File: src/load_driver_pkg.sv
package load_driver_pkg;

	// ==========================================
	// Register addresses and widths
	localparam int ADDR_W = 6;
	localparam int DATA_W = 16;
	localparam logic [5:0] ADDR_LOAD_GLASS = 6'h02;
	localparam logic [5:0] ADDR_RECOVERY_LINK = 6'h03;

	// ==========================================
	// Reset values and writable masks
	localparam logic [15:0] LOAD_GLASS_RESET = 16'h0000;
	localparam logic [15:0] RECOVERY_LINK_RESET = 16'h0040;
	localparam logic [15:0] LOAD_GLASS_MASK = 16'h7fff;
	localparam logic [15:0] RECOVERY_LINK_MASK = 16'h7fff;

	// ==========================================
	// Load and glass control fields
	localparam int GLASS_FAST_DISCHARGE_LOW_ON_BIT = 14;
	localparam int GLASS_VOLTAGE_LOW_ON_BIT = 13;
	localparam int OUTPUT_NINE_ON_BIT = 12;
	localparam int OUTPUT_EIGHT_MODE_HI_BIT = 11;
	localparam int OUTPUT_EIGHT_MODE_LO_BIT = 10;
	localparam int OUTPUT_SEVEN_ON_BIT = 9;
	localparam int OUTPUT_SIX_ON_BIT = 8;
	localparam int GLASS_NEGATIVE_DISCHARGE_BIT = 7;
	localparam int GLASS_REF_BIT5 = 6;
	localparam int GLASS_REF_BIT0 = 1;
	localparam int GLASS_CONTROL_ENABLE_BIT = 0;

	// ==========================================
	// Recovery and link control fields
	localparam int RETRY_RATE_SELECT_BIT = 14;
	localparam int SUPPLY_FAULT_LATCH_BIT = 13;
	localparam int BRIDGE_FIVE_AUTO_RETRY_BIT = 12;
	localparam int BRIDGE_ONE_AUTO_RETRY_BIT = 8;
	localparam int BUS_FAST_RATE_BIT = 7;
	localparam int TX_DOMINANT_TIMEOUT_EN_BIT = 6;
	localparam int GLASS_VOLTAGE_LIMIT_BIT = 5;
	localparam int BRIDGE_FIVE_GATE_PWM_A_BIT = 4;
	localparam int BRIDGE_ONE_GATE_PWM_A_BIT = 0;

	// ==========================================
	// Output-eight mode codes
	localparam logic [1:0] EIGHT_HIGH_CURRENT = 2'h2;
	localparam logic [1:0] EIGHT_LOW_CURRENT = 2'h1;

	// ==========================================
	// Timing
	localparam int BRIDGES = 5;
	localparam int SINGLES = 5;
	localparam int CLK_HZ = 20_000_000;
	localparam int RETRY_SLOW_HZ = 1700;
	localparam int RETRY_FAST_HZ = 3000;
	localparam int RETRY_SLOW_CYCLES = CLK_HZ / RETRY_SLOW_HZ;
	localparam int RETRY_FAST_CYCLES = CLK_HZ / RETRY_FAST_HZ;
	localparam int RETRY_CNT_W = 16;

endpackage

File: src/pwm_gate.sv
`timescale 1ns/10ps
module pwm_gate #(
	parameter int N = 5
) (
	// Enables and gating selects
	input wire logic [N-1:0] enable_i,
	input wire logic [N-1:0] gate_i,
	input wire logic [N-1:0] pwm_i,
	input wire logic [N-1:0] block_i,
	// Drive result
	output logic [N-1:0] on_o
);

	genvar g;
	generate
		for (g = 0; g < N; g = g + 1)
		begin : gate_bit
			assign on_o[g] = enable_i[g] & (~gate_i[g] | pwm_i[g]) & ~block_i[g];
		end
	endgenerate

endmodule

File: src/retry_tick_gen.sv
`timescale 1ns/10ps
module retry_tick_gen #(
	parameter int SLOW_CYCLES = load_driver_pkg::RETRY_SLOW_CYCLES,
	parameter int FAST_CYCLES = load_driver_pkg::RETRY_FAST_CYCLES
) (
	// Clock and reset
	input wire logic ref_clk_i,
	input wire logic sys_rst_i,
	// Rate select
	input wire logic fast_i,
	// Retry strobe
	output logic tick_o
);

	localparam logic [load_driver_pkg::RETRY_CNT_W-1:0] SLOW_LAST =
		load_driver_pkg::RETRY_CNT_W'(SLOW_CYCLES - 1);
	localparam logic [load_driver_pkg::RETRY_CNT_W-1:0] FAST_LAST =
		load_driver_pkg::RETRY_CNT_W'(FAST_CYCLES - 1);

	logic [load_driver_pkg::RETRY_CNT_W-1:0] cnt_r;
	logic [load_driver_pkg::RETRY_CNT_W-1:0] cnt_nxt;
	logic tick_r;
	wire logic [load_driver_pkg::RETRY_CNT_W-1:0] last_w = fast_i ? FAST_LAST : SLOW_LAST;
	wire logic wrap_w = (cnt_r >= last_w);

	assign cnt_nxt = wrap_w ? '0 : cnt_r + 1'b1;
	assign tick_o = tick_r;

	always_ff @(posedge ref_clk_i)
	begin
		if (sys_rst_i)
		begin
			cnt_r <= '0;
			tick_r <= 1'b0;
		end
		else
		begin
			cnt_r <= cnt_nxt;
			tick_r <= wrap_w;
		end
	end

endmodule

File: src/load_driver_control_regs.sv
// Summary of operation
// - Reserved bits are written zero by host and always read back zero.
// - Fast-discharge low-side bit switches that driver on at one, off at zero.
// - Glass-voltage low-side bit enables driver; with its gate bit it follows pwm a.
// - Output nine bit enables driver; with its gate bit it follows pwm a.
// - Output eight field: 10 high current, 01 low current, 00 or 11 off.
// - Enabled output eight with its gate bit follows pwm c.
// - Output seven bit enables driver; with its gate bit it follows pwm a.
// - While glass control is enabled, output seven is on unless a supply fault blocks it.
// - Output six bit enables driver; with its gate bit it follows pwm b.
// - Negative-discharge bit turns the negative discharge path on or off.
// - Six-bit glass reference, scaled by the limit bit; zero gives zero.
// - Glass control enable bit activates glass voltage regulation.
// - Retry rate select: 1.7 kHz at zero, 3 kHz at one.
// - Supply fault latch bit holds outputs off until status clear.
// - Bridge auto-retry restarts at retry rate; otherwise wait for status clear.
// - Bus fast rate bit selects 20 or 100 kbit/s.
// - Transmit timeout bit enables the dominant transmit-data timeout.
// - Glass voltage limit: 1.2V at zero, 1.5V at one.
// - Enabled bridge with gate bit set drives on while pwm a high.
// - Recovery and link register at 03h resets to zero except bit 6.
`timescale 1ns/10ps
module load_driver_control_regs #(
	parameter int RETRY_SLOW_CYCLES = load_driver_pkg::RETRY_SLOW_CYCLES,
	parameter int RETRY_FAST_CYCLES = load_driver_pkg::RETRY_FAST_CYCLES,
	parameter int BRIDGES = load_driver_pkg::BRIDGES
) (
	// Clock and reset
	input wire logic ref_clk_i,
	input wire logic sys_rst_i,
	// Register access from the serial frame decoder
	input wire logic [load_driver_pkg::ADDR_W-1:0] reg_addr_i,
	input wire logic reg_wr_i,
	input wire logic [load_driver_pkg::DATA_W-1:0] reg_wdata_i,
	input wire logic reg_rd_i,
	output logic [load_driver_pkg::DATA_W-1:0] reg_rdata_o,
	// Gating selects held in the fourth control register
	input wire logic glass_voltage_gate_pwm_a_i,
	input wire logic output_nine_gate_pwm_a_i,
	input wire logic output_eight_gate_pwm_c_i,
	input wire logic output_seven_gate_pwm_a_i,
	input wire logic output_six_gate_pwm_b_i,
	// Bridge on requests from the first control register
	input wire logic [BRIDGES-1:0] bridge_request_i,
	// PWM inputs
	input wire logic pwm_input_a_i,
	input wire logic pwm_input_b_i,
	input wire logic pwm_input_c_i,
	// Fault detectors and status clear
	input wire logic [BRIDGES-1:0] bridge_overcurrent_i,
	input wire logic supply_fault_i,
	input wire logic status_clear_i,
	// Driver controls
	output logic glass_fast_discharge_low_on_o,
	output logic glass_voltage_low_on_o,
	output logic output_nine_on_o,
	output logic output_eight_on_o,
	output logic output_eight_high_current_o,
	output logic output_seven_on_o,
	output logic output_six_on_o,
	output logic [BRIDGES-1:0] bridge_drive_o,
	// Glass regulation
	output logic glass_control_enable_o,
	output logic glass_negative_discharge_o,
	output logic [5:0] glass_ref_o,
	output logic glass_voltage_limit_o,
	// Recovery and link settings
	output logic retry_rate_select_o,
	output logic bus_fast_rate_o,
	output logic tx_dominant_timeout_en_o,
	output logic [BRIDGES-1:0] bridge_blocked_o
);

	// ==========================================
	// Register storage
	logic [15:0] load_glass_r;
	logic [15:0] recovery_link_r;
	logic [15:0] rdata_r;

	wire logic sel_load_glass = (reg_addr_i == load_driver_pkg::ADDR_LOAD_GLASS);
	wire logic sel_recovery_link = (reg_addr_i == load_driver_pkg::ADDR_RECOVERY_LINK);
	wire logic wr_load_glass = reg_wr_i & sel_load_glass;
	wire logic wr_recovery_link = reg_wr_i & sel_recovery_link;
	wire logic [15:0] load_glass_nxt = reg_wdata_i & load_driver_pkg::LOAD_GLASS_MASK;
	wire logic [15:0] recovery_link_nxt = reg_wdata_i & load_driver_pkg::RECOVERY_LINK_MASK;
	// Unmapped addresses read back zero
	wire logic [15:0] rdata_nxt = sel_load_glass ? load_glass_r :
		sel_recovery_link ? recovery_link_r : 16'h0000;

	always_ff @(posedge ref_clk_i)
	begin
		if (sys_rst_i)
		begin
			load_glass_r <= load_driver_pkg::LOAD_GLASS_RESET;
			recovery_link_r <= load_driver_pkg::RECOVERY_LINK_RESET;
		end
		else
		begin
			if (wr_load_glass)
				load_glass_r <= load_glass_nxt;
			if (wr_recovery_link)
				recovery_link_r <= recovery_link_nxt;
		end
	end

	always_ff @(posedge ref_clk_i)
	begin
		if (sys_rst_i)
			rdata_r <= 16'h0000;
		else if (reg_rd_i)
			rdata_r <= rdata_nxt;
	end

	assign reg_rdata_o = rdata_r;

	// ==========================================
	// Field decode
	wire logic fast_discharge_bit = load_glass_r[load_driver_pkg::GLASS_FAST_DISCHARGE_LOW_ON_BIT];
	wire logic glass_low_bit = load_glass_r[load_driver_pkg::GLASS_VOLTAGE_LOW_ON_BIT];
	wire logic nine_bit = load_glass_r[load_driver_pkg::OUTPUT_NINE_ON_BIT];
	wire logic [1:0] eight_mode = {load_glass_r[load_driver_pkg::OUTPUT_EIGHT_MODE_HI_BIT],
		load_glass_r[load_driver_pkg::OUTPUT_EIGHT_MODE_LO_BIT]};
	wire logic seven_bit = load_glass_r[load_driver_pkg::OUTPUT_SEVEN_ON_BIT];
	wire logic six_bit = load_glass_r[load_driver_pkg::OUTPUT_SIX_ON_BIT];
	wire logic neg_discharge_bit = load_glass_r[load_driver_pkg::GLASS_NEGATIVE_DISCHARGE_BIT];
	wire logic [5:0] glass_ref =
		load_glass_r[load_driver_pkg::GLASS_REF_BIT5:load_driver_pkg::GLASS_REF_BIT0];
	wire logic glass_enable_bit = load_glass_r[load_driver_pkg::GLASS_CONTROL_ENABLE_BIT];

	wire logic rate_bit = recovery_link_r[load_driver_pkg::RETRY_RATE_SELECT_BIT];
	wire logic supply_latch_bit = recovery_link_r[load_driver_pkg::SUPPLY_FAULT_LATCH_BIT];
	wire logic [BRIDGES-1:0] auto_retry = recovery_link_r[
		load_driver_pkg::BRIDGE_FIVE_AUTO_RETRY_BIT:load_driver_pkg::BRIDGE_ONE_AUTO_RETRY_BIT];
	wire logic fast_rate_bit = recovery_link_r[load_driver_pkg::BUS_FAST_RATE_BIT];
	wire logic tx_timeout_bit = recovery_link_r[load_driver_pkg::TX_DOMINANT_TIMEOUT_EN_BIT];
	wire logic limit_bit = recovery_link_r[load_driver_pkg::GLASS_VOLTAGE_LIMIT_BIT];
	wire logic [BRIDGES-1:0] bridge_gate = recovery_link_r[
		load_driver_pkg::BRIDGE_FIVE_GATE_PWM_A_BIT:load_driver_pkg::BRIDGE_ONE_GATE_PWM_A_BIT];

	wire logic eight_high = (eight_mode == load_driver_pkg::EIGHT_HIGH_CURRENT);
	wire logic eight_low = (eight_mode == load_driver_pkg::EIGHT_LOW_CURRENT);
	wire logic eight_enable = eight_high | eight_low;

	// ==========================================
	// Overcurrent retry timing
	logic retry_tick;

	retry_tick_gen #(
		.SLOW_CYCLES(RETRY_SLOW_CYCLES),
		.FAST_CYCLES(RETRY_FAST_CYCLES)
	) u_retry_tick (
		.ref_clk_i(ref_clk_i),
		.sys_rst_i(sys_rst_i),
		.fast_i(rate_bit),
		.tick_o(retry_tick)
	);

	// ==========================================
	// Supply fault hold-off
	logic supply_hold_r;
	wire logic supply_hold_nxt = supply_latch_bit &
		(supply_fault_i | (supply_hold_r & ~status_clear_i));
	wire logic supply_block = supply_fault_i | supply_hold_r;

	always_ff @(posedge ref_clk_i)
	begin
		if (sys_rst_i)
			supply_hold_r <= 1'b0;
		else
			supply_hold_r <= supply_hold_nxt;
	end

	// ==========================================
	// Bridge overcurrent latches, set beats clear
	logic [BRIDGES-1:0] oc_latch_r;
	logic [BRIDGES-1:0] oc_latch_nxt;
	logic [BRIDGES-1:0] oc_release;

	genvar b;
	generate
		for (b = 0; b < BRIDGES; b = b + 1)
		begin : bridge_latch
			assign oc_release[b] = auto_retry[b] ? retry_tick : status_clear_i;
			assign oc_latch_nxt[b] = bridge_overcurrent_i[b] |
				(oc_latch_r[b] & ~oc_release[b]);
		end
	endgenerate

	always_ff @(posedge ref_clk_i)
	begin
		if (sys_rst_i)
			oc_latch_r <= '0;
		else
			oc_latch_r <= oc_latch_nxt;
	end

	wire logic [BRIDGES-1:0] bridge_block = oc_latch_r | {BRIDGES{supply_block}};

	// ==========================================
	// PWM gating
	logic [BRIDGES-1:0] bridge_on;
	logic [4:0] single_on;

	pwm_gate #(
		.N(BRIDGES)
	) u_bridge_gate (
		.enable_i(bridge_request_i),
		.gate_i(bridge_gate),
		.pwm_i({BRIDGES{pwm_input_a_i}}),
		.block_i(bridge_block),
		.on_o(bridge_on)
	);

	// Order: glass low, nine, eight, seven, six
	pwm_gate #(
		.N(5)
	) u_single_gate (
		.enable_i({glass_low_bit, nine_bit, eight_enable, seven_bit, six_bit}),
		.gate_i({glass_voltage_gate_pwm_a_i, output_nine_gate_pwm_a_i,
			output_eight_gate_pwm_c_i, output_seven_gate_pwm_a_i, output_six_gate_pwm_b_i}),
		.pwm_i({pwm_input_a_i, pwm_input_a_i, pwm_input_c_i, pwm_input_a_i, pwm_input_b_i}),
		.block_i({5{supply_block}}),
		.on_o(single_on)
	);

	// Glass forcing still yields to a supply fault block
	wire logic seven_on = glass_enable_bit ? ~supply_block : single_on[1];

	// ==========================================
	// Registered outputs
	always_ff @(posedge ref_clk_i)
	begin
		if (sys_rst_i)
		begin
			glass_fast_discharge_low_on_o <= 1'b0;
			glass_voltage_low_on_o <= 1'b0;
			output_nine_on_o <= 1'b0;
			output_eight_on_o <= 1'b0;
			output_eight_high_current_o <= 1'b0;
			output_seven_on_o <= 1'b0;
			output_six_on_o <= 1'b0;
		end
		else
		begin
			glass_fast_discharge_low_on_o <= fast_discharge_bit;
			glass_voltage_low_on_o <= single_on[4];
			output_nine_on_o <= single_on[3];
			output_eight_on_o <= single_on[2];
			output_eight_high_current_o <= eight_high;
			output_seven_on_o <= seven_on;
			output_six_on_o <= single_on[0];
		end
	end

	// Bridge drives and their block flags
	always_ff @(posedge ref_clk_i)
	begin
		if (sys_rst_i)
		begin
			bridge_drive_o <= '0;
			bridge_blocked_o <= '0;
		end
		else
		begin
			bridge_drive_o <= bridge_on;
			bridge_blocked_o <= bridge_block;
		end
	end

	always_ff @(posedge ref_clk_i)
	begin
		if (sys_rst_i)
		begin
			glass_control_enable_o <= 1'b0;
			glass_negative_discharge_o <= 1'b0;
			glass_ref_o <= 6'h00;
			glass_voltage_limit_o <= 1'b0;
		end
		else
		begin
			glass_control_enable_o <= glass_enable_bit;
			glass_negative_discharge_o <= neg_discharge_bit;
			glass_ref_o <= glass_ref;
			glass_voltage_limit_o <= limit_bit;
		end
	end

	// Recovery and link settings
	always_ff @(posedge ref_clk_i)
	begin
		if (sys_rst_i)
		begin
			retry_rate_select_o <= 1'b0;
			bus_fast_rate_o <= 1'b0;
			tx_dominant_timeout_en_o <= 1'b1;
		end
		else
		begin
			retry_rate_select_o <= rate_bit;
			bus_fast_rate_o <= fast_rate_bit;
			tx_dominant_timeout_en_o <= tx_timeout_bit;
		end
	end

endmodule

File: config.mk
export PLATFORM = sky130hd
export DESIGN_NAME = load_driver_control_regs
export DESIGN_NICKNAME = d
export VERILOG_FILES = /design/src/load_driver_pkg.sv /design/src/pwm_gate.sv /design/src/retry_tick_gen.sv /design/src/load_driver_control_regs.sv
export SDC_FILE = /design/constraint.sdc
export NUM_CORES = 1
export LEC_CHECK = 0
export BUFFER_PORTS_ARGS = -buffer_cell sky130_fd_sc_hd__buf_4
export CAP_MARGIN = 20
export CORE_UTILIZATION = 53
export CTS_BUF_LIST = sky130_fd_sc_hd__clkbuf_4 sky130_fd_sc_hd__clkbuf_8 sky130_fd_sc_hd__clkbuf_16
export DETAILED_ROUTE_END_ITERATION = 6
export MAX_ROUTING_LAYER = met4
export PLACE_DENSITY = 0.77
export SLEW_MARGIN = 30
export SYNTH_ARGS = -nofsm -noshare
export SYNTH_HDL_FRONTEND = slang
export SYNTH_SLANG_ARGS = --single-unit
File: constraint.sdc
create_clock -name ref_clk_i -period 5.62 [get_ports ref_clk_i]
set_input_delay 1.124 -clock ref_clk_i [delete_from_list [all_inputs] [get_ports ref_clk_i]]
set_output_delay 1.124 -clock ref_clk_i [all_outputs]
set_load 0.005 [all_outputs]
==> results of run 1 <==
logic make-up (layout without fill, tap and decap cells):
logic type	after synthesis	count (layout)	synth area share, %
compound gates	84	84	14.3
xor+xnor	11	11	2.51
fa+ha+maj	13	13	4.24
buf+inv	34	111	3.91
flops	97	97	50.6
mux	5	5	1.30
other cells	1	2	0.0978
simple gates	173	173	23.1
per-layer routing:
metal	GRT usage (%)	routed length [µm]	vias up
met5	-	0	-
met4	6.82	82	0
met3	4.93	478	7
met2	38.1	4180	94
met1	32.9	3990	1518
li1	-	-	1626
area by class of cell:
type / count / area (µm²)
clock buffers: 10 / 131
clock inverters: 6 / 50.0
fillers: 601 / 2220
inverters: 7 / 26.3
multi-input cells: 288 / 1760
flip-flops and latches: 97 / 1940
well taps: 96 / 120
repair buffers: 88 / 661
cell usage in the layout (no fill, tap or decap), types with 5 or more instances in the layout:
| master | count |
|---|---|
| o21ai_0 | 5 |
| clkbuf_8 | 9 |
| mux2i_1 | 5 |
| xor2_1 | 5 |
| a22oi_1 | 15 |
| nor3_1 | 15 |
| nor2_1 | 38 |
| nand3_1 | 38 |
| nor2b_1 | 18 |
| nand2_1 | 34 |
| xnor2_1 | 6 |
| dfxtp_1 | 97 |
| a211oi_1 | 16 |
| inv_1 | 7 |
| ha_1 | 13 |
| nand4_1 | 5 |
| nor4b_1 | 5 |
| a21oi_1 | 38 |
| buf_4 | 88 |
how the worst max path moves through the flow:
stage                              from            endpoint  slack (ns)  depth (start not counted)
after detailed placement  reg_addr_i[5]  recovery_link_r[6]        2.74                          4
after floorplan           reg_addr_i[5]     reg_rdata_o[14]        3.38                          5
after global placement    reg_addr_i[5]     reg_rdata_o[13]        2.41                          5
after global routing      reg_addr_i[5]  recovery_link_r[6]        3.00                          4
final                     reg_addr_i[5]  recovery_link_r[6]        3.12                          4
after CTS                 reg_addr_i[5]  recovery_link_r[6]        3.15                          4
sequential cells by signal, indices dropped and copies added (netlist names), 5 cells and up:
register            cells
bridge_blocked_o        5
recovery_link_r        15
glass_ref_o             6
bridge_drive_o          5
oc_latch_r              5
load_glass_r           15
reg_rdata_o            15
u_retry_tick.cnt_r     16
power by group through the flow:
stage	clock network, mW	logic (mW)	registers, mW
floorplan	0	0.0355	0.725
finish	0.421	0.0831	0.709
global route	0.458	0.0911	0.711
detailed placement	0	0.0829	0.725
CTS	0.429	0.0834	0.709
global placement	0	0.0823	0.725
worst max-delay path, stage by stage:
cell and delay, ns:
buf_4 0.11, nor4_2 0.36, nand4_1 0.67, a211o_1 0.49
metrics by stage:
stage                     instances  total power, mW  hold WS (ns)  setup slack, ns
after floorplan                 419            0.760         0.424             3.38
after global routing            592             1.26         0.469             3.00
after detailed placement        576            0.808         0.447             2.74
final                           592             1.21         0.462             3.12
after global placement          576            0.807         0.440             2.41
after CTS                       592             1.22         0.460             3.15
==> results_dict.tcl, run 1 <==
set metrics [dict create \
    regToRegEndpoint "u_retry_tick.tick_o" \
    final_nets 550 \
    post-route-period-util_pct 44.4 \
    globalRouteOverflowTotal 0 \
    p_switching_uw 300 \
    fin_util_pct 67.9 \
    maxCapViolations 0 \
    synth_common_cells "97 x dfxtp_1, 38 x a21oi_1, 38 x nand3_1, 38 x nor2_1, 34 x nand2_1" \
    hold_class "reg2reg" \
    cts_buffer_depth 2 \
    dieArea_um2 7580 \
    synth_edf_count 0 \
    synth_cells 418 \
    ys_seq_elements 97 \
    die_h_um 87.1 \
    yosysMostFrequentCell "dfxtp_1" \
    cp.arrival_ns 2.76 \
    holdPathStages 1 \
    port_buffers 88 \
    fmax_ghz 0.401 \
    grt_pass1_wl_um 13900 \
    grt_pass1_vias 2870 \
    synth-seq-area-share_pct 50.6 \
    grtUsageTotal_pct 24.6 \
    clock_sinks 97 \
    drtIter0Drc 181 \
    grt_max_degree 74 \
    ant_nets 0 \
    firstDrtPassIters 4 \
    cts_hold_buf 0 \
    cts.repair.resized 0 \
    htreeDepth 3 \
    p_sw_share_pct 24.7 \
    cp.required_ns 5.88 \
    clkPwrFrac_pct 34.7 \
    gp_congestion 0.873 \
    hold_path.startpoint "oc_latch_r[4]" \
    vias 3245 \
    area_delta_synth_final_pct 22.2 \
    root_buffer "clkbuf_8" \
    synth.avg_cell_area_um2 9.18 \
    async_reset_ff_share_pct 0 \
    maxSlewHeadroom_pct 47.9 \
    start_kind "input pin" \
    worstMarginPinSlew_ns 0.777 \
    synth_top_cells_by_area "dfxtp_1 51%, a21oi_1 5.0%, nand3_1 5.0%" \
    start_util_pct 55.5 \
    comb_power_share_pct 6.8 \
    worstSetupPathType "in2reg" \
    wl_per_cell_um 14.7 \
    placed_area_um2 4510 \
    wl_um 8730 \
    rows 30 \
    synth_warnings 0 \
    rsz0062_at_grt "false" \
    status "complete, no violations" \
    hold_end "bridge_drive_o[4]" \
    cts_tree "yes" \
    synth_top_area_cell "dfxtp_1" \
    coreArea_um2 6910 \
    drc 0 \
    power_density_nw_per_um2 259 \
    rr_startpoint "recovery_link_r[14]" \
    dp_hpwl_um 5890 \
    slew_violations 0 \
    antenna_found_initial 0 \
    worstPathMaxFanout 15 \
    netlist.area_leader.share_pct 50.6 \
    ir_worst_vdd_mv 0.117 \
    cp-end-kind "flip-flop" \
    final_area_um2 4690 \
    layout-drive-gt1-share_pct 23.2 \
    yosysUniqueCellTypes 43 \
    num_antenna_cells 0 \
    fin_crit_ns 2.50 \
    ios 91 \
    dieWidth_um 87.1 \
    hold_viol 0 \
    fin_skew_ns 0.00825 \
    vias_per_cell 5.48 \
    setup_viol 0 \
    reg2reg_slack_ns 3.35 \
    p_int_uw 913 \
    setup-tns-final_ns 0 \
    synth.cell_area_um2 3840 \
    path_clk_slew_ns 0.10 \
    clk_latency_ns 0.36 \
    ys_dominant_reg_cell "dfxtp_1" \
    cts_setup_buffers 0 \
    cts_made_buffers 9 \
    ff2ff_path_depth 5 \
    leakagePower_nw 1.81 \
    p_seq_share_pct 58.5 \
]
Note: power is estimated with default switching activity, not from simulation.
==> inputs of run 2 (changes only) <==
- ABC_AREA: default -> 1
- clock period: 5.62 -> 2.35 ns (I/O delays scaled with it)
==> run 2 against run 1 <==
Net effect: combinational power increased to 2.9 times the previous value; die area increased by 2.7%; worst hold slack got worse by 0.18 ns; clock power increased to 2.9 times the previous value; global-route usage increased by 1.3 points; via count increased by 8.4%; sequential share of layout area decreased by 1.9 points; first-iteration DRC count decreased by 21%; core utilization increased by 0.23 points; non-clock buffer count increased by 6; critical path depth increased by 8; setup slack got worse by 2.8 ns; critical path type is now reg2reg.
==> results_dict.tcl, run 2 <==
set metrics [dict create \
    status "complete, no violations" \
    cts.repair.resized 0 \
    start_kind "flip-flop" \
    hold_viol 0 \
    ff2ff_path_depth 12 \
    post-route-period-util_pct 86.1 \
    synth.avg_cell_area_um2 7.64 \
    synth_common_cells "112 x nor2_1, 97 x dfxtp_1, 74 x inv_1, 74 x nand2_1" \
    cp.required_ns 2.61 \
    gp_congestion 0.824 \
    cp.depth 12 \
    coreArea_um2 7210 \
    critPathBufInv 3 \
    power_density_nw_per_um2 647 \
    clock_sinks 97 \
    holdPathStages 2 \
    vias_per_cell 4.98 \
    ios 91 \
    ir_worst_vdd_mv 0.417 \
    synth_warnings 0 \
    worstSetupPathType "reg2reg" \
    max_stage_delay_ns 0.53 \
    firstDrtPassIters 4 \
    dieArea_um2 7790 \
    synth.cell_area_um2 3940 \
    synth_cells 516 \
    yosysMostFrequentCell "nor2_1" \
    total_power_mw 3.18 \
    grt_max_degree 41 \
    hold_class "in2reg" \
    final_cell_mix "112 x nor2_1, 97 x dfxtp_1, 94 x buf_4" \
    final_nets 661 \
    maxSlewHeadroom_pct 59.1 \
    path_cells "inv_1, ha_1, inv_1, nor2_1, nand2_1, nand2_1, nand2_1, nand2_1, nand2_1, nand3_1, buf_4, nor2_1" \
    wl_per_cell_um 13.2 \
    cts_hold_buf 0 \
    layout-drive-gt1-share_pct 19.1 \
    worstPathMaxFanout 15 \
    maxCapViolations 0 \
    cp-end-kind "flip-flop" \
    regMostFlops "u_retry_tick.cnt_r" \
    dieWidth_um 88.3 \
    fin_skew_ns 0.00787 \
    cts_made_buffers 9 \
    path_clk_slew_ns 0.09 \
    synth_edf_count 0 \
    num_antenna_cells 0 \
    vias 3517 \
    cts_tree "yes" \
    root_buffer "clkbuf_8" \
    fillers 655 \
    ant_nets 0 \
    drc 0 \
    synth_top_area_cell "dfxtp_1" \
    wl_um 9320 \
    rsz0062_at_grt "false" \
    crit_top_cell "nand2_1" \
    grt_pass1_vias 3215 \
    cts_setup_buffers 0 \
    antenna_found_initial 0 \
    critical_path.slowest_cell "dfxtp_1" \
    setup_viol 0 \
    async_reset_ff_share_pct 0 \
    synth_top_cells_by_area "dfxtp_1 49%, nor2_1 11%, inv_1 7.0%" \
    cts_buffer_depth 2 \
    worstMarginPinSlew_ns 0.612 \
    final_cells 706 \
    globalRouteOverflowTotal 0 \
    finalHoldWorstSlack_ns 0.285 \
    slew_violations 0 \
    ys_seq_elements 97 \
    place_inst 690 \
    area_delta_synth_final_pct 24.6 \
    setup-tns-final_ns 0 \
    largest_reg_flops 16 \
    drtIter0Drc 143 \
    yosysUniqueCellTypes 30 \
    grtUsageTotal_pct 25.9 \
    cp_top_family "flip-flops" \
    dp_hpwl_um 6510 \
    leakagePower_nw 2.20 \
    cp.arrival_ns 2.28 \
    die_h_um 88.3 \
    synth-seq-area-share_pct 49.2 \
    grt_pass1_wl_um 14900 \
    port_buffers 88 \
    mostFrequentLayoutCell "nor2_1" \
    rows 31 \
    fmax_ghz 0.494 \
    ys_dominant_reg_cell "dfxtp_1" \
    fin_crit_ns 2.02 \
    htreeDepth 3 \
    clk_latency_ns 0.36 \
    start_util_pct 54.7 \
    netlist.area_leader.share_pct 49.2 \
]
==> run 2: cell types whose count changed in the layout (fill, tap and decap cells not counted), moves of 6 or more <==
cell      change
a211oi_1     -15
a21oi_1       -6
a22oi_1      -15
buf_4         +6
inv_1        +67
nand2_1      +40
nand3_1      -30
nor2_1       +74
nor2b_1      -17
nor3_1       -13
o211ai_1     +26
o21ai_0      +27
==> run 2: routing by layer <==
metal	up-vias	track usage, %	routed length, µm
met2	88	44.3	4580
li1	1787	-	-
met1	1626	30.9	4070
met5	-	-	0
met4	0	9.68	193
met3	16	4.01	476
==> run 2: cells by family after synthesis <==
logic type	Yosys count	synth area share, %
XOR/XNOR	8	1.78
buffers and inverters	95	9.71
adder cells (fa/ha/maj)	13	4.12
AND/OR/NAND/NOR	204	20.8
other	1	0.0951
flip-flops	97	49.2
AO/OA/AOI/OAI	98	14.3
==> run 2: cell type report <==
class                           instances  area, µm²  area share, %
Clock inverter                          5       85.1           1.73
Tap cell                               99        124           2.52
Inverter                               75        283           5.76
Timing Repair Buffer                   94        706           14.4
Clock buffer                           11        151           3.08
Multi-Input combinational cell        325       1620           33.0
Sequential cell                        97       1940           39.5
==> run 2: path summary, 6_finish.rpt <==
path                                                 from               endpoint  slack (ns)
worst min-delay path            output_eight_gate_pwm_c_i      output_eight_on_o        0.29
worst min register to register            load_glass_r[4]         glass_ref_o[3]        0.45
worst max-delay path                  recovery_link_r[14]  u_retry_tick.cnt_r[2]        0.33
worst max register to register        recovery_link_r[14]  u_retry_tick.cnt_r[2]        0.33
==> run 2: where the power goes <==
group | switching [mW] | total (mW) | internal (mW)
combinational | 0.122 | 0.241 | 0.119
clock | 0.579 | 1.24 | 0.663
sequential | 0.0190 | 1.70 | 1.68
total | 0.720 | 3.18 | 2.46
==> run 2: through the flow <==
stage          util [%]  setup WS [ns]  cell area, µm²
2_1_floorplan         -          0.620            3950
3_3_place_gp       64.8          0.500            4680
5_1_grt            68.1          0.135            4910
6_report           68.1          0.328            4910
3_5_place_dp       64.8          0.375            4680
4_1_cts            68.1          0.355            4910
==> inputs of run 3 (changes only) <==
- RECOVER_POWER: default -> 100
==> run 3 against run 2 <==
Net effect: the flow now finishes with violations (max-capacitance violations, max-slew violations); final cell count did not move; critical path type unchanged; total power fell by 0.35%; sequential power barely moved; non-clock buffer count did not move; critical path depth did not move; routed wire length fell by 0.88%.
==> results_dict.tcl, run 3 (synthesis results as in run 2) <==
set metrics [dict create \
    status "finished, violations left" \
    violations "max-capacitance violations, max-slew violations" \
    port_buffers 88 \
    finalHoldWorstSlack_ns 0.291 \
    coreArea_um2 7210 \
    fmax_ghz 0.493 \
    start_util_pct 54.7 \
    layout-drive-gt1-share_pct 17.8 \
    largest_reg_flops 16 \
    dieArea_um2 7790 \
    wl_um 9240 \
    wl_per_cell_um 13.1 \
    firstDrtPassIters 5 \
    holdPathStages 2 \
    globalRouteOverflowTotal 0 \
    critPathBufInv 3 \
    drtIter0Drc 156 \
    vias_per_cell 4.95 \
    vias 3493 \
    worstSetupPathType "reg2reg" \
    setup_viol 0 \
    start_kind "flip-flop" \
    placed_area_um2 4680 \
    cts_setup_buffers 0 \
    final_cell_mix "112 x nor2_1, 97 x dfxtp_1, 75 x nand2_1" \
    crit_top_cell "nand2_1" \
    hold_class "in2reg" \
    slew_violations 41 \
    rr_startpoint "recovery_link_r[14]" \
    htreeDepth 3 \
    grt_pass1_vias 3215 \
    setup-tns-final_ns 0 \
    regArea_um2 1940 \
    regToRegEndpoint "u_retry_tick.cnt_r[2]" \
    fin_skew_ns 0.00888 \
    ios 91 \
    final_cells 706 \
    clock_sinks 97 \
    fillers 662 \
    die_h_um 88.3 \
    clk_latency_ns 0.36 \
    post-route-period-util_pct 86.4 \
    root_buffer "clkbuf_8" \
    grt_pass1_wl_um 14900 \
    rows 31 \
    hold_path.startpoint "output_eight_gate_pwm_c_i" \
    multi_input_area_um2 1600 \
    critical_path.slowest_cell "dfxtp_1" \
    reg2reg_slack_ns 0.32 \
    worstPathMaxFanout 15 \
    dp_hpwl_um 6510 \
    power_density_nw_per_um2 651 \
    cts_tree "yes" \
    dieWidth_um 88.3 \
    cp.required_ns 2.60 \
    maxCapViolations 1 \
    ff2ff_path_depth 12 \
    ir_worst_vdd_mv 0.417 \
    grtUsageTotal_pct 25.9 \
    total_power_mw 3.17 \
    gp_congestion 0.824 \
    hold_end "output_eight_on_o" \
    num_antenna_cells 0 \
    cp_top_family "flip-flops" \
    drc 0 \
    rsz0062_at_grt "false" \
    final_area_um2 4870 \
    ant_nets 0 \
    worstMarginPinSlew_ns 1.79 \
    antenna_found_initial 0 \
    fin_crit_ns 2.03 \
    maxSlewHeadroom_pct -19.6 \
    regMostFlops "u_retry_tick.cnt_r" \
    cts_made_buffers 9 \
    cp-end-kind "flip-flop" \
    grt_max_degree 41 \
    area_delta_synth_final_pct 23.5 \
    path_cells "inv_1, ha_1, inv_1, nor2_1, nand2_1, nand2_1, nand2_1, nand2_1, nand2_1, nand3_1, buf_4, nor2_1" \
    cts.repair.resized 0 \
    place_inst 690 \
    final_nets 661 \
    max_stage_delay_ns 0.53 \
    leakagePower_nw 2.14 \
    cp.arrival_ns 2.28 \
    path_clk_slew_ns 0.09 \
    hold_viol 0 \
    cts_buffer_depth 2 \
    mostFrequentLayoutCell "nor2_1" \
    cts_hold_buf 0 \
]
run 3: cell count changes in the layout (fill, tap and decap cells not counted), sizes merged:
| cell | previous run | this run |
|---|---|---|
| clkinv | 2 | 1 |
| clkinvlp | 1 | 2 |
| buf | 94 | 45 |
| clkbuf | 11 | 60 |
run 3: how the worst max path moves through the flow:
stage	startpoint	to	slack [ns]	cells after the start
floorplan	recovery_link_r[14]	u_retry_tick.cnt_r[10]	0.62	12
global placement	recovery_link_r[14]	u_retry_tick.cnt_r[0]	0.50	12
detailed placement	recovery_link_r[14]	u_retry_tick.cnt_r[2]	0.38	12
CTS	recovery_link_r[14]	u_retry_tick.cnt_r[6]	0.36	12
global route	recovery_link_r[14]	u_retry_tick.cnt_r[2]	0.12	12
finish	recovery_link_r[14]	u_retry_tick.cnt_r[2]	0.32	12
run 3: layout make-up:
| type | instances | area share [%] |
|---|---|---|
| flip-flops and latches | 97 | 39.9 |
| multi-input cells | 325 | 32.9 |
| repair buffers | 94 | 14.0 |
| inverters | 75 | 5.80 |
| clock buffers | 11 | 3.11 |
| well taps | 99 | 2.54 |
| clock inverters | 5 | 1.75 |
run 3: per-stage QoR:
step / setup WS (ns) / util, %
final: 0.320 / 67.5
after CTS: 0.355 / 68.1
after detailed placement: 0.375 / 64.8
after floorplan: 0.620 / -
after global placement: 0.500 / 64.8
after global routing: 0.123 / 67.5
run 3: layer usage:
layer	GRT usage (%)	vias up	share of wire (%)
li1	-	1789	-
met3	4.01	12	5.6
met4	9.68	0	1.8
met5	-	-	0
met2	44.3	102	49
met1	30.9	1590	43
run 3: report_power, final:
part           internal (mW)  switching, mW
Combinational          0.114          0.119
Sequential              1.68         0.0184
Clock                  0.663          0.576
